File: src/logic/fsps_pkg.sv
// Package for the flash self-program sequencer: widths, codes, timing.
// Assumes a 10 MHz core clock; shared by all design files except the timer.
package fsps_pkg;
    localparam int PTR_W = 22;
    localparam int PTR_CNT_W = 21;
    localparam int BLOCK_LSB = 10;
    localparam int ROW_BYTES = 64;
    localparam int ROW_IDX_W = 6;
    localparam int WORD_W = 16;
    localparam logic [7:0] UNLOCK_FIRST = 8'h55;
    localparam logic [7:0] UNLOCK_SECOND = 8'hAA;
    localparam logic [7:0] UNLOCK_READ_VALUE = 8'h00;
    // Control byte field positions
    localparam int CTRL_START_POS = 1;
    localparam int CTRL_WRITE_ENABLE_BIT_POS = 2;
    localparam int CTRL_ERR_POS = 3;
    localparam int CTRL_ERASE_POS = 4;
    // Table pointer update modes
    localparam logic [1:0] PTR_KEEP = 2'h0;
    localparam logic [1:0] PTR_POST_INC = 2'h1;
    localparam logic [1:0] PTR_POST_DEC = 2'h2;
    localparam logic [1:0] PTR_PRE_INC = 2'h3;
    // Timing, real units then cycles at the core clock
    localparam longint CLK_HZ = 10000000;
    localparam longint ERASE_TIME_US = 2800;
    localparam longint ROW_WRITE_TIME_US = 2800;
    localparam int ERASE_CYCLES = int'((ERASE_TIME_US * CLK_HZ + 999999) / 1000000);
    localparam int ROW_WRITE_CYCLES = int'((ROW_WRITE_TIME_US * CLK_HZ + 999999) / 1000000);
    localparam int TIMER_W = 24;
    typedef enum logic [1:0] {
        FSPS_LOCKED,
        FSPS_GOT_FIRST,
        FSPS_ARMED
    } fsps_unlock_t;
endpackage

File: src/logic/fsps_sequencer.sv
// Flash self-program sequencer: table reads, row holding registers,
// unlock-guarded block erase and row program, each self-timed.
// Assumes the core issues one-cycle strobes on clk_in, and that the
// flash array answers a word read combinationally on flash_rdata_in.
//
// Contract
// RQ1 - A table read copies the addressed program byte into the latch.
// RQ2 - Memory is 16-bit words; pointer bit 0 picks high or low byte.
// RQ3 - Table reads may update the pointer automatically.
// RQ4 - Erase clears one 1024-byte block chosen by pointer bits 21..10.
// RQ5 - No word erase; smallest erase unit is 512 words.
// RQ6 - Self-started erase never covers more than one block.
// RQ7 - Software sets write enable and erase select before erase start.
// RQ8 - Long operations start only after 55h then AAh unlock writes.
// RQ9 - Core is halted during a long cycle, which the timer ends.
// RQ10 - Long write duration is set only by the on-chip timer.
// RQ11 - Stall lasts the erase time or the row write time.
// RQ12 - Programming works on whole 64-byte rows only.
// RQ13 - 64 holding bytes; a table write updates only one of them.
// RQ14 - Control write after loading starts the row long write.
// RQ15 - Holding bytes are kept after programming completes.
// RQ16 - Software programs each byte at most once per erase.
// RQ17 - Software loads the row with pre-increment writes from start-1.
// RQ18 - Software repeats row loads until the whole block is written.
// RQ19 - Pointer must lie in the intended row before start.
// RQ20 - Table write picks holding byte from pointer low six bits.
// RQ21 - Start bit is set-only by software, cleared when timer ends.
// RQ22 - Unlock port has no storage and reads as zero.
// RQ23 - Error flag set on reset-cut or improper timed write.
// RQ24 - Any other write between unlock steps and start abandons it.
`timescale 1ns/1ps
`default_nettype none
module fsps_sequencer #(
    parameter int ERASE_CYC = fsps_pkg::ERASE_CYCLES,
    parameter int ROW_WRITE_CYC = fsps_pkg::ROW_WRITE_CYCLES
) (
    input wire logic clk_in,
    input wire logic rst_in,
    // Core side
    input wire logic table_read_op_in,
    input wire logic table_write_op_in,
    input wire logic [1:0] ptr_mode_in,
    input wire logic ptr_load_in,
    input wire logic [fsps_pkg::PTR_W-1:0] ptr_load_data_in,
    input wire logic latch_wr_in,
    input wire logic [7:0] latch_wr_data_in,
    input wire logic ctrl_wr_in,
    input wire logic [7:0] ctrl_wr_data_in,
    input wire logic unlock_wr_in,
    input wire logic [7:0] unlock_wr_data_in,
    input wire logic other_wr_in,
    output logic [7:0] table_byte_latch_out,
    output logic [fsps_pkg::PTR_W-1:0] program_byte_pointer_out,
    output logic [7:0] flash_control_out,
    output logic [7:0] unlock_port_out,
    output logic core_stall_out,
    // Flash array side
    output logic [fsps_pkg::PTR_W-2:0] flash_word_addr_out,
    input wire logic [fsps_pkg::WORD_W-1:0] flash_rdata_in,
    output logic flash_erase_out,
    output logic [fsps_pkg::PTR_W-1:0] flash_block_base_out,
    output logic flash_program_out,
    output logic [fsps_pkg::PTR_W-1:0] flash_row_base_out,
    output logic [8*fsps_pkg::ROW_BYTES-1:0] flash_row_data_out,
    // Level marking the last reset as a power-on one; low flags a cut timed write
    input wire logic power_on_in
);
    import fsps_pkg::*;

    logic [PTR_W-1:0] ptr_r;
    logic [7:0] latch_r;
    logic [7:0] hold_r [ROW_BYTES];
    logic write_enable_bit_r;
    logic erase_sel_r;
    logic start_r;
    logic err_r;
    logic armed;
    logic timer_busy;
    logic timer_done;
    logic launch;
    logic launch_erase;
    logic [TIMER_W-1:0] launch_count;
    logic erase_run_r;
    logic stall_r;
    logic [PTR_W-1:0] eff_ptr;
    logic [PTR_CNT_W-1:0] ptr_inc;
    logic [PTR_CNT_W-1:0] ptr_dec;
    logic ptr_wr_req;
    logic improper_start;
    logic cut_flag_r;
    // Start-write refusal reasons and accepted table ops
    logic refuse_busy;
    logic refuse_locked;
    logic refuse_no_write_enable_bit;
    logic rd_take;
    logic wr_take;
    logic [ROW_IDX_W-1:0] hold_sel;
    logic [PTR_W-1:0] ptr_step;
    logic [7:0] ctrl_rd;

    // A table op's pointer step touches only the low counted bits
    assign ptr_inc = ptr_r[PTR_CNT_W-1:0] + 1'b1;
    assign ptr_dec = ptr_r[PTR_CNT_W-1:0] - 1'b1;
    assign eff_ptr = (ptr_mode_in == PTR_PRE_INC) ?
        {ptr_r[PTR_W-1], ptr_inc} : ptr_r;
    assign hold_sel = eff_ptr[ROW_IDX_W-1:0]; // RQ20
    // Table ops are dropped while the core is stalled
    assign rd_take = table_read_op_in && !stall_r;
    assign wr_take = table_write_op_in && !stall_r;

    // Pointer after a table op; bit 21 is never stepped
    always_comb begin
        ptr_step = ptr_r;
        unique case (ptr_mode_in)
            PTR_KEEP: ptr_step = ptr_r;
            PTR_POST_INC: ptr_step = {ptr_r[PTR_W-1], ptr_inc}; // RQ3
            PTR_POST_DEC: ptr_step = {ptr_r[PTR_W-1], ptr_dec}; // RQ3
            PTR_PRE_INC: ptr_step = {ptr_r[PTR_W-1], ptr_inc}; // RQ3
        endcase
    end

    assign ptr_wr_req = ctrl_wr_in && ctrl_wr_data_in[CTRL_START_POS];
    // Reasons a start write is refused; a busy start is only dropped
    always_comb begin
        refuse_busy = start_r || timer_busy;
        refuse_locked = !armed; // RQ8 RQ24
        refuse_no_write_enable_bit = !(write_enable_bit_r && ctrl_wr_data_in[CTRL_WRITE_ENABLE_BIT_POS]);
    end
    assign launch = ptr_wr_req && !refuse_busy && !refuse_locked &&
        !refuse_no_write_enable_bit; // RQ8
    // Missing unlock or write enable counts as an improper attempt
    assign improper_start = ptr_wr_req && !refuse_busy && !launch; // RQ23
    assign launch_erase = ctrl_wr_data_in[CTRL_ERASE_POS]; // RQ7
    assign launch_count = launch_erase ? TIMER_W'(ERASE_CYC) :
        TIMER_W'(ROW_WRITE_CYC); // RQ11

    fsps_unlock u_unlock (
        .clk_in(clk_in),
        .rst_in(rst_in),
        .unlock_wr_in(unlock_wr_in),
        .unlock_data_in(unlock_wr_data_in),
        .other_wr_in(other_wr_in || latch_wr_in || ptr_load_in ||
            table_write_op_in || (ctrl_wr_in && !ptr_wr_req)),
        .consume_in(ptr_wr_req),
        .armed_out(armed)
    );

    fsps_timer #(
        .W(TIMER_W)
    ) u_timer (
        .clk_in(clk_in),
        .rst_in(rst_in),
        .start_in(launch),
        .count_in(launch_count),
        .busy_out(timer_busy),
        .done_out(timer_done)
    );

    // Table pointer: load from core or step on table ops
    always_ff @(posedge clk_in or posedge rst_in) begin
        if (rst_in) begin
            ptr_r <= '0;
        end else if (ptr_load_in) begin
            ptr_r <= ptr_load_data_in;
        end else if (rd_take || wr_take) begin
            ptr_r <= ptr_step; // RQ3
        end
    end

    // Word address presented to the array for reads
    assign flash_word_addr_out = eff_ptr[PTR_W-1:1];

    // Latch: core writes it, a table read fills it from the array
    always_ff @(posedge clk_in or posedge rst_in) begin
        if (rst_in) begin
            latch_r <= '0;
        end else if (rd_take) begin
            latch_r <= eff_ptr[0] ? flash_rdata_in[15:8] : flash_rdata_in[7:0]; // RQ1 RQ2
        end else if (latch_wr_in) begin
            latch_r <= latch_wr_data_in;
        end
    end

    // Holding bytes survive programming; no clear on completion
    genvar g;
    generate
        for (g = 0; g < ROW_BYTES; g++) begin : g_hold
            always_ff @(posedge clk_in or posedge rst_in) begin
                if (rst_in) begin
                    hold_r[g] <= 8'hFF;
                end else if (wr_take && hold_sel == ROW_IDX_W'(g)) begin // RQ20
                    hold_r[g] <= latch_r; // RQ13 RQ15
                end
            end
            assign flash_row_data_out[8*g +: 8] = hold_r[g];
        end
    endgenerate

    // Control bits: write enable is plain storage; erase select clears when an erase ends
    always_ff @(posedge clk_in or posedge rst_in) begin
        if (rst_in) begin
            write_enable_bit_r <= 1'b0;
            erase_sel_r <= 1'b0;
        end else begin
            if (ctrl_wr_in) begin
                write_enable_bit_r <= ctrl_wr_data_in[CTRL_WRITE_ENABLE_BIT_POS];
            end
            if (timer_done && erase_run_r) begin
                erase_sel_r <= 1'b0;
            end else if (ctrl_wr_in) begin
                erase_sel_r <= ctrl_wr_data_in[CTRL_ERASE_POS];
            end
        end
    end

    // Start bit: software may only set it; timer expiry clears it
    always_ff @(posedge clk_in or posedge rst_in) begin
        if (rst_in) begin
            start_r <= 1'b0;
        end else if (launch) begin
            start_r <= 1'b1; // RQ21
        end else if (timer_done) begin
            start_r <= 1'b0; // RQ21 RQ10
        end
    end

    // Stall and operation kind follow the timer
    always_ff @(posedge clk_in or posedge rst_in) begin
        if (rst_in) begin
            stall_r <= 1'b0;
            erase_run_r <= 1'b0;
        end else if (launch) begin
            stall_r <= 1'b1; // RQ9
            erase_run_r <= launch_erase;
        end else if (timer_done) begin
            stall_r <= 1'b0; // RQ9 RQ11
            erase_run_r <= 1'b0;
        end
    end

    // One-cycle command pulses to the array, with its addresses
    always_ff @(posedge clk_in or posedge rst_in) begin
        if (rst_in) begin
            flash_erase_out <= 1'b0;
            flash_program_out <= 1'b0;
            flash_block_base_out <= '0;
            flash_row_base_out <= '0;
        end else begin
            flash_erase_out <= timer_done && erase_run_r;
            flash_program_out <= timer_done && !erase_run_r; // RQ14 RQ12
            if (launch) begin
                // Single block only; low ten bits ignored
                flash_block_base_out <= {ptr_r[PTR_W-1:BLOCK_LSB],
                    BLOCK_LSB'(0)}; // RQ4 RQ5 RQ6
                flash_row_base_out <= {ptr_r[PTR_W-1:ROW_IDX_W],
                    ROW_IDX_W'(0)}; // RQ12
            end
        end
    end

    // High for the first edge after a reset release; a reset that was not
    // a power-on one is taken as having cut a timed write short
    // Limitation: an idle warm reset raises the error flag as well
    always_ff @(posedge clk_in or posedge rst_in) begin
        if (rst_in) begin
            cut_flag_r <= 1'b1;
        end else begin
            cut_flag_r <= 1'b0;
        end
    end

    // Error flag: set at launch, on an improper start or a cut write; cleared by clean completion or a power-on reset
    always_ff @(posedge clk_in or posedge rst_in) begin
        if (rst_in) begin
            err_r <= 1'b0;
        end else if (cut_flag_r && !power_on_in) begin
            err_r <= 1'b1; // RQ23
        end else if (improper_start || launch) begin
            err_r <= 1'b1; // RQ23
        end else if (timer_done) begin
            err_r <= 1'b0;
        end
    end

    // Control byte as read back; unused bits read as zero
    always_comb begin
        ctrl_rd = 8'h00;
        ctrl_rd[CTRL_START_POS] = start_r; // RQ21
        ctrl_rd[CTRL_WRITE_ENABLE_BIT_POS] = write_enable_bit_r;
        ctrl_rd[CTRL_ERR_POS] = err_r; // RQ23
        ctrl_rd[CTRL_ERASE_POS] = erase_sel_r;
    end

    assign table_byte_latch_out = latch_r;
    assign program_byte_pointer_out = ptr_r;
    assign flash_control_out = ctrl_rd;
    assign unlock_port_out = UNLOCK_READ_VALUE; // RQ22
    // Stall and timer busy move on the same edges; the flop is the output
    assign core_stall_out = stall_r;
endmodule
`default_nettype wire

File: src/logic/fsps_unlock.sv
// Unlock sequence tracker: 55h then AAh at the unlock port, then start.
// Assumes one-cycle write strobes from the core on the same clock.
`timescale 1ns/1ps
`default_nettype none
module fsps_unlock (
    input wire logic clk_in,
    input wire logic rst_in,
    input wire logic unlock_wr_in,
    input wire logic [7:0] unlock_data_in,
    input wire logic other_wr_in,
    input wire logic consume_in,
    output logic armed_out
);
    import fsps_pkg::*;
    fsps_unlock_t state_r;
    always_ff @(posedge clk_in or posedge rst_in) begin
        if (rst_in) begin
            state_r <= FSPS_LOCKED;
        end else if (consume_in || other_wr_in) begin
            state_r <= FSPS_LOCKED; // RQ24
        end else if (unlock_wr_in) begin
            unique case (state_r)
                FSPS_LOCKED: state_r <= (unlock_data_in == UNLOCK_FIRST) ?
                    FSPS_GOT_FIRST : FSPS_LOCKED;
                FSPS_GOT_FIRST: state_r <= (unlock_data_in == UNLOCK_SECOND) ?
                    FSPS_ARMED : (unlock_data_in == UNLOCK_FIRST) ?
                    FSPS_GOT_FIRST : FSPS_LOCKED; // RQ8
                FSPS_ARMED: state_r <= (unlock_data_in == UNLOCK_FIRST) ?
                    FSPS_GOT_FIRST : FSPS_LOCKED;
                default: state_r <= FSPS_LOCKED;
            endcase
        end
    end
    assign armed_out = (state_r == FSPS_ARMED);
endmodule
`default_nettype wire

File: src/logic/fsps_timer.sv
// Programming timer: loads a cycle count, flags the cycle it runs out.
// Assumes start is a one-cycle pulse while idle.
`timescale 1ns/1ps
`default_nettype none
module fsps_timer #(
    parameter int W = 24
) (
    input wire logic clk_in,
    input wire logic rst_in,
    input wire logic start_in,
    input wire logic [W-1:0] count_in,
    output logic busy_out,
    output logic done_out
);
    logic [W-1:0] remain_r;
    logic busy_r;
    always_ff @(posedge clk_in or posedge rst_in) begin
        if (rst_in) begin
            remain_r <= '0;
            busy_r <= 1'b0;
        end else if (start_in) begin
            remain_r <= count_in;
            busy_r <= 1'b1;
        end else if (busy_r) begin
            remain_r <= remain_r - 1'b1;
            if (remain_r == {{(W-1){1'b0}}, 1'b1}) begin
                busy_r <= 1'b0;
            end
        end
    end
    assign busy_out = busy_r;
    assign done_out = busy_r && (remain_r == {{(W-1){1'b0}}, 1'b1});
endmodule
`default_nettype wire

File: config.mk
export PLATFORM = sky130hd
export DESIGN_NAME = fsps_sequencer
export DESIGN_NICKNAME = d
export VERILOG_FILES = /design/src/logic/fsps_pkg.sv /design/src/logic/fsps_sequencer.sv /design/src/logic/fsps_unlock.sv /design/src/logic/fsps_timer.sv
export SDC_FILE = /design/constraint.sdc
export NUM_CORES = 1
export LEC_CHECK = 0
export BUFFER_PORTS_ARGS = -buffer_cell sky130_fd_sc_hd__buf_2
export CORE_AREA = 2 2 273 275
export DETAILED_ROUTE_END_ITERATION = 8
export DIE_AREA = 0 0 275 277
export MAX_ROUTING_LAYER = met4
export SETUP_SLACK_MARGIN = 0.3
export SLEW_MARGIN = 25
export SYNTH_ARGS = -nofsm -noshare
export SYNTH_HDL_FRONTEND = slang
export SYNTH_HIERARCHICAL = 1
export SYNTH_SLANG_ARGS = --single-unit
File: constraint.sdc
create_clock -name clk_in -period 30.6 [get_ports clk_in]
set_input_delay 6.12 -clock clk_in [delete_from_list [all_inputs] [get_ports clk_in]]
set_output_delay 6.12 -clock clk_in [all_outputs]
set_load 0.03 [all_outputs]
==> impl_results.md, run 1 <==
- CTS Buf Count: 66
- Global-route wire length before repair: 116 mm
- Worst IR drop on VDD: 76.1 µV
- Flop pwr share: approximately two fifths
- PortBufs: 666
- Max Cap Viol: 0
- Startpoint class of the critical path: primary input
- Placed Instances: 3,335
- Most frequent CP cell: buf_2
- Leakage power: 14.8 nW
- Slowest stage cell, crit path: nor2_8
- Drt initial violations: 922
- Vias per inst: 4.96
- P_sw: 0.00122 W
- CP Capture Type: primary output
- Post-layout minimum cycle time: roughly 14,000 ps
- Seq/Total Area, Yosys: 60.1%
- Yosys warning total: 6
- Die Height: 277 µm
- Clock Skews: 29.7 ps
- H-tree Lvls: 3
- PwrDens: 98.8 mW/mm²
- Post-DR wirelength/cell: 22.8 µm
- Detailed Routing Iterations Pass 1: 5
- Insertion delay to the later sink of the worst-skew pair: ~610 ps
- Vias in the first global route: about 18,000
- Root Buffer: clkbuf_16
- Mapped Area: 0.0258 mm²
- GPL Wtd Cong: 0.879
- Internal power: 0.00196 W
- Clock Sinks: 593
- Largest net degree at the start of global routing: 178
- Cells along the critical path: buf_2 -> nand2_1 -> o21a_1 -> nor2_8 -> inv_2 -> buf_4 -> buf_2
- Worst Max-Slew Pin Slew: 1090 ps
- Library cells used by synthesis: 78
- Combinational power share: 34.8%
- Share of cells above drive strength 1: 77.3%
- Row cnt: 100
- Final global-route overflow total: 0
- ANT nets after route: 0
- Mean Syn Cell Area: 14.5 µm²
- RSZ-0062 raised after global routing: no
- Setup-failing EPs final: 0
- Post-route DRC violation count: 0
- Critical path's largest stage delay: 620 ps
- Clk buf depth: 3
- Critical path peak fanout: 25
- Leading area contributor after synthesis: dfstp_2
- I/O Pins: 700
- Die W: 275 µm
- Mapped Cells: 1,779
- Outcome: complete, no violations
- Crit path DAT: 8230 ps
- Final #Nets: 2,512
- Initial antenna violation count: 6
- Total GRT Usage: between 20% and 30%
- Setup Buffers After CTS: 0
- Worst slew margin: between 20% and 30%
- Yosys top cell area share: 52.3%
- Clock power frac: 24.7%
- Clk slew on worst S/H paths: roughly 60 ps
- Total die area: about 0.076 mm²
- CP Class: in -> out
- Via count: between 15,000 and 20,000
- Syn-to-layout area delta: 24.8%
- Final Hold Viols: 0
- Switching share of power: 38.4%
- WP data required: 24,480 ps
- Ys flop type: dfstp_2
- Post-DP Area: 0.0300 mm²
- Ranking of synthesized cells by area: dfstp_2, mux2_2, dfrtp_1, buf_4, clkbuf_1
- Synth Register Bits: 593
- Core box area: 0.0736 mm²
- Period utilization: 46.9%
- Final instance area: 0.0321 mm²
- # hold bufs at CTS: 0
- Fraction of registers with async set/reset: 100%
- Post-CTS Resized: 0
- DP HPWL: 53.5 mm
- Final Non-Filler Cells: 3,455
- Slew Viols, Final: 0
- Setup_tns: 0 ps
- Post-synth EDFFs: 0
- CTS tree: done
- Hold Path Class: reg -> reg
- Fmax achieved: 69.7 MHz
- Initial core utilization: 35.0%
- Final total power: 0.00318 W
- Routed Wire Length: a little under 80 mm
- Worst hold slack: 448 ps
==> critical path: cells and delay by family <==
family                 cells  cell delay, ps
buffers and inverters      4             850
AND/OR/NAND/NOR            2             880
AO/OA/AOI/OAI              1             340
==> cell usage after synthesis, types with 8 or more instances <==
library cell  instances
dfrtp_1              80
xnor2_1              27
clkbuf_1             91
nand3_1              34
nand3_2              11
nor3b_4              11
nor3_1               20
o31ai_1               8
buf_2                12
buf_4                50
or4_1                10
mux2i_1              12
nand2_1              68
dfstp_2             513
a31oi_1               8
nor2_1               29
nand4_1              11
o21ai_0              46
or3_1                13
nor4_1               15
inv_1                16
mux2_2              538
nor2b_1              11
xor2_1               17
==> cell type report <==
| type | instances | area [µm²] |
|---|---|---|
| Fill cell | 6774 | 41400 |
| Sequential cell | 593 | 15500 |
| Multi-Input combinational cell | 1063 | 9630 |
| Timing Repair Buffer | 692 | 3540 |
| Clock buffer | 94 | 1910 |
| Tap cell | 969 | 1210 |
| Clock inverter | 21 | 277 |
| Inverter | 18 | 75.1 |
| Antenna cell | 5 | 12.5 |
==> stage by stage <==
step	util (%)	worst slack, ps
after global routing	43.7	16080
after detailed placement	40.7	16200
final	43.7	16250
after CTS	43.7	16200
after floorplan	-	9500
after global placement	40.7	16250
==> cell families (layout without fill, tap and decap cells) <==
kind of cell | Yosys count | after routing | synth area share [%]
DFF | 593 | 593 | 60.1
muxes | 557 | 557 | 24.3
and+or+nand+nor | 303 | 303 | 7.92
buffers and inverters | 174 | 825 | 3.38
AOI/OAI and AO/OA | 101 | 101 | 2.55
xor gates and xnor gates | 45 | 45 | 1.56
adders and majority gates | 4 | 4 | 0.194
other | 2 | 58 | 0.0291
==> placed cells by master (no fill, tap or decap), drive strengths merged, types with 5 or more instances in the layout <==
cell / instances
dfstp: 513
xor2: 18
nor4: 18
and2: 7
or4: 12
clkinv: 13
nand4: 11
o21ai: 47
buf: 692
nand2b: 5
o31ai: 8
clkbuf: 94
nor3: 29
conb: 53
nand2: 72
mux2: 545
nor2: 32
mux2i: 12
or3: 16
a21oi: 5
a31oi: 8
diode: 5
xnor2: 27
nor3b: 13
inv: 21
dfrtp: 80
nand3: 51
nor2b: 11
==> registers in the layout, indices dropped and copies added, names as in the netlist <==
register and cells:
flash_row_base_out 16, flash_program_out 1, u_timer/remain_r 24, program_byte_pointer_out 22
write_enable_bit_r 1, u_unlock/state_r 2, erase_sel_r 1, u_timer/busy_out 1
start_r 1, table_byte_latch_out 8, err_r 1, flash_row_data_out 512
cut_flag_r 1, erase_run_r 1, flash_erase_out 1
==> path summary, 6_finish.rpt <==
path	start	to	slack [ps]	depth (start not counted)
worst max-delay path	ptr_mode_in[0]	flash_word_addr_out[2]	16250	7
worst min-delay path	erase_run_r	flash_program_out	450	1
worst max register to register	program_byte_pointer_out[0]	flash_row_data_out[347]	26710	6
worst min register to register	erase_run_r	flash_program_out	450	1
max in group asynchronous	rst_in	flash_row_data_out[432]	21990	5
min in group asynchronous	rst_in	u_unlock/state_r[1]	5440	2
==> power by group through the flow <==
stage	Combinational [W]	Clock (W)	Sequential, W
2_1_floorplan	0.000298	0	0.00176
3_3_place_gp	0.00111	0	0.00128
3_5_place_dp	0.00112	0	0.00130
4_1_cts	0.00112	0.000809	0.00129
5_1_grt	0.00116	0.000842	0.00132
6_report	0.00111	0.000785	0.00129
==> routing by layer <==
metal,vias up,share of wire (%),track usage [%]
li1,7537,-,-
met1,8862,41,24.7
met2,576,50,34.8
met3,155,6.0,4.15
met4,0,3.4,7.68
met5,-,0,-
Note: power is estimated with default switching activity, not from simulation.
==> inputs of run 2 (changes only) <==
clock period = 14.5 ns   (was 30.6 ns; I/O delays follow)
==> impl_results.md, run 2 (synthesis results as in run 1) <==
- Drt initial violations: 891 (-3.4%)
- Crit path DAT: 4900 ps (-3330 ps)
- Commonest non-fill, non-tap cell in the layout: buf_2
- Die Height: 277 µm (unchanged)
- Post-route DRC violation count: 0 (unchanged)
- Global-route wire length before repair: 119 mm (+2.8%)
- Setup Buffers After CTS: 0 (unchanged)
- Post-DR wirelength/cell: 23.3 µm (+2.1%)
- Share of cells above drive strength 1: 77.6% (+0.30 points)
- Row cnt: 100 (unchanged)
- Leakage power: 14.9 nW (+0.62%)
- Die W: 275 µm (unchanged)
- Post-layout minimum cycle time: 7800 ps
- Initial core utilization: 35.0% (unchanged)
- Combinational power share: 34.5% (-0.3 points)
- Clock Sinks: 593 (unchanged)
- Final #Nets: 2,519 (+0.28%)
- Multi-input logic area: 0.00963 mm² (about the same)
- CTS tree: done
- P_sw: 0.00260 W (+110%)
- Via count: 17,200 (+0.28%)
- ANT nets after route: 0 (unchanged)
- Worst IR drop on VDD: 119 µV (+56%)
- PwrDens: 210 mW/mm² (+110%)
- Switching share of power: 38.3% (-0.055 points)
- Routed Wire Length: 80.7 mm (+2.4%)
- Fill cell count: 6,828 (+0.80%)
- Max Cap Viol: 0 (unchanged)
- Post-CTS Resized: 0 (unchanged)
- Root Buffer: clkbuf_16
- Slew Viols, Final: 0 (unchanged)
- Detailed Routing Iterations Pass 1: 5 (unchanged)
- WP data required: 11,600 ps (-12,880 ps)
- Largest net degree at the start of global routing: 199 (+12%)
- Fmax achieved: 128 MHz
- Final total power: 0.00678 W (+110%)
- Syn-to-layout area delta: 25.4%
- Clk slew on worst S/H paths: 60 ps (about the same)
- DP HPWL: 54.5 mm (+1.9%)
- Placed Instances: 3,339 (+0.12%)
- Final Non-Filler Cells: 3,465 (+0.29%)
- Commonest non-fill, non-tap cells in the layout: buf_2, mux2_2, dfstp_2, dfrtp_1
- Worst Max-Slew Pin Slew: 1040 ps (-48.0 ps)
- Max reg flops: 512 (unchanged)
- Final global-route overflow total: 0 (unchanged)
- Setup-failing EPs final: 0 (unchanged)
- CP Capture Type: primary output
- Clock Skews: 28.3 ps (-1.42 ps)
- Critical path peak fanout: 16 (-36%)
- Core box area: 0.0736 mm² (unchanged)
- CTS Buf Count: 67 (+1.5%)
- Internal power: 0.00418 W (+110%)
- Worst slew margin: 30.4% (+3.1 points)
- Outcome: complete, no violations
- Final Hold Viols: 0 (unchanged)
- RSZ-0062 raised after global routing: no
- Flop pwr share: 40.2% (-0.3 points)
- Clk buf depth: 3 (unchanged)
- Total die area: 0.0762 mm² (unchanged)
- Clock power frac: 25.3% (+0.6 points)
- Register Area: 0.0155 mm² (unchanged)
- Insertion delay to the later sink of the worst-skew pair: 610 ps (about the same)
- H-tree Lvls: 3 (unchanged)
- I/O Pins: 700 (unchanged)
- GPL Wtd Cong: 0.908 (+3.3%)
- Period utilization: 53.8%
- Initial antenna violation count: 5 (-1)
- Hold Path Class: reg -> reg
- Setup_tns: 0 ps (unchanged)
- CP Class: in -> out
- Vias in the first global route: 18,000 (+1.1%)
- Vias per inst: 4.96 (about the same)
- PortBufs: 666 (unchanged)
- # hold bufs at CTS: 0 (unchanged)
- Total GRT Usage: 21.4% (+0.61 points)
- Startpoint class of the critical path: primary input
## run 2: final timing paths
kind,from,slack [ps],end,depth (start not counted)
min,erase_run_r,460,flash_program_out,1
max in group asynchronous,rst_in,9380,flash_row_data_out[420],5
max,ptr_mode_in[0],6700,flash_word_addr_out[16],7
max reg2reg,program_byte_pointer_out[0],10680,flash_row_data_out[343],7
min reg2reg,erase_run_r,460,flash_program_out,1
min in group asynchronous,rst_in,2200,u_unlock/state_r[1],2
## run 2: critical path, cell delays in order
cell and delay, ps:
buf_2 250, nand2_1 280, or3_1 480, nor3_1 470, nand2_1 140, xnor2_1 160, buf_2 220
## run 2: area by class of cell
class | count | area share [%]
Sequential cell | 593 | 48.0
Timing Repair Buffer | 698 | 11.2
Multi-Input combinational cell | 1063 | 29.8
Antenna cell | 4 | 0.0310
Clock inverter | 26 | 1.01
Clock buffer | 94 | 6.00
Inverter | 18 | 0.221
Tap cell | 969 | 3.75
## run 2: power by group through the flow
stage               Combinational, W  Clock (W)  Sequential (W)
floorplan                   0.000629          0         0.00372
global placement             0.00234          0         0.00272
detailed placement           0.00236          0         0.00275
CTS                          0.00237    0.00177         0.00273
global route                 0.00245    0.00184         0.00280
finish                       0.00234    0.00172         0.00273
## run 2: through the flow
stage / util, % / hold WS [ps] / setup WS (ps) / area (µm²)
final: 43.9 / 464 / 6700 / 32300
after global routing: 43.9 / 477 / 6480 / 32300
after CTS: 43.8 / 459 / 6690 / 32200
after detailed placement: 40.7 / 443 / 6710 / 30000
after global placement: 40.7 / 425 / 6760 / 30000
after floorplan: - / 417 / 4310 / 26000
## run 2: metal layers
| metal | vias to the layer above | global-route usage [%] | part of all wire [%] |
|---|---|---|---|
| met3 | 157 | 4.25 | 5.7 |
| met5 | - | - | 0 |
| met2 | 580 | 35.1 | 49 |
| met1 | 8875 | 26.2 | 42 |
| met4 | 0 | 7.64 | 3.5 |
| li1 | 7566 | - | - |
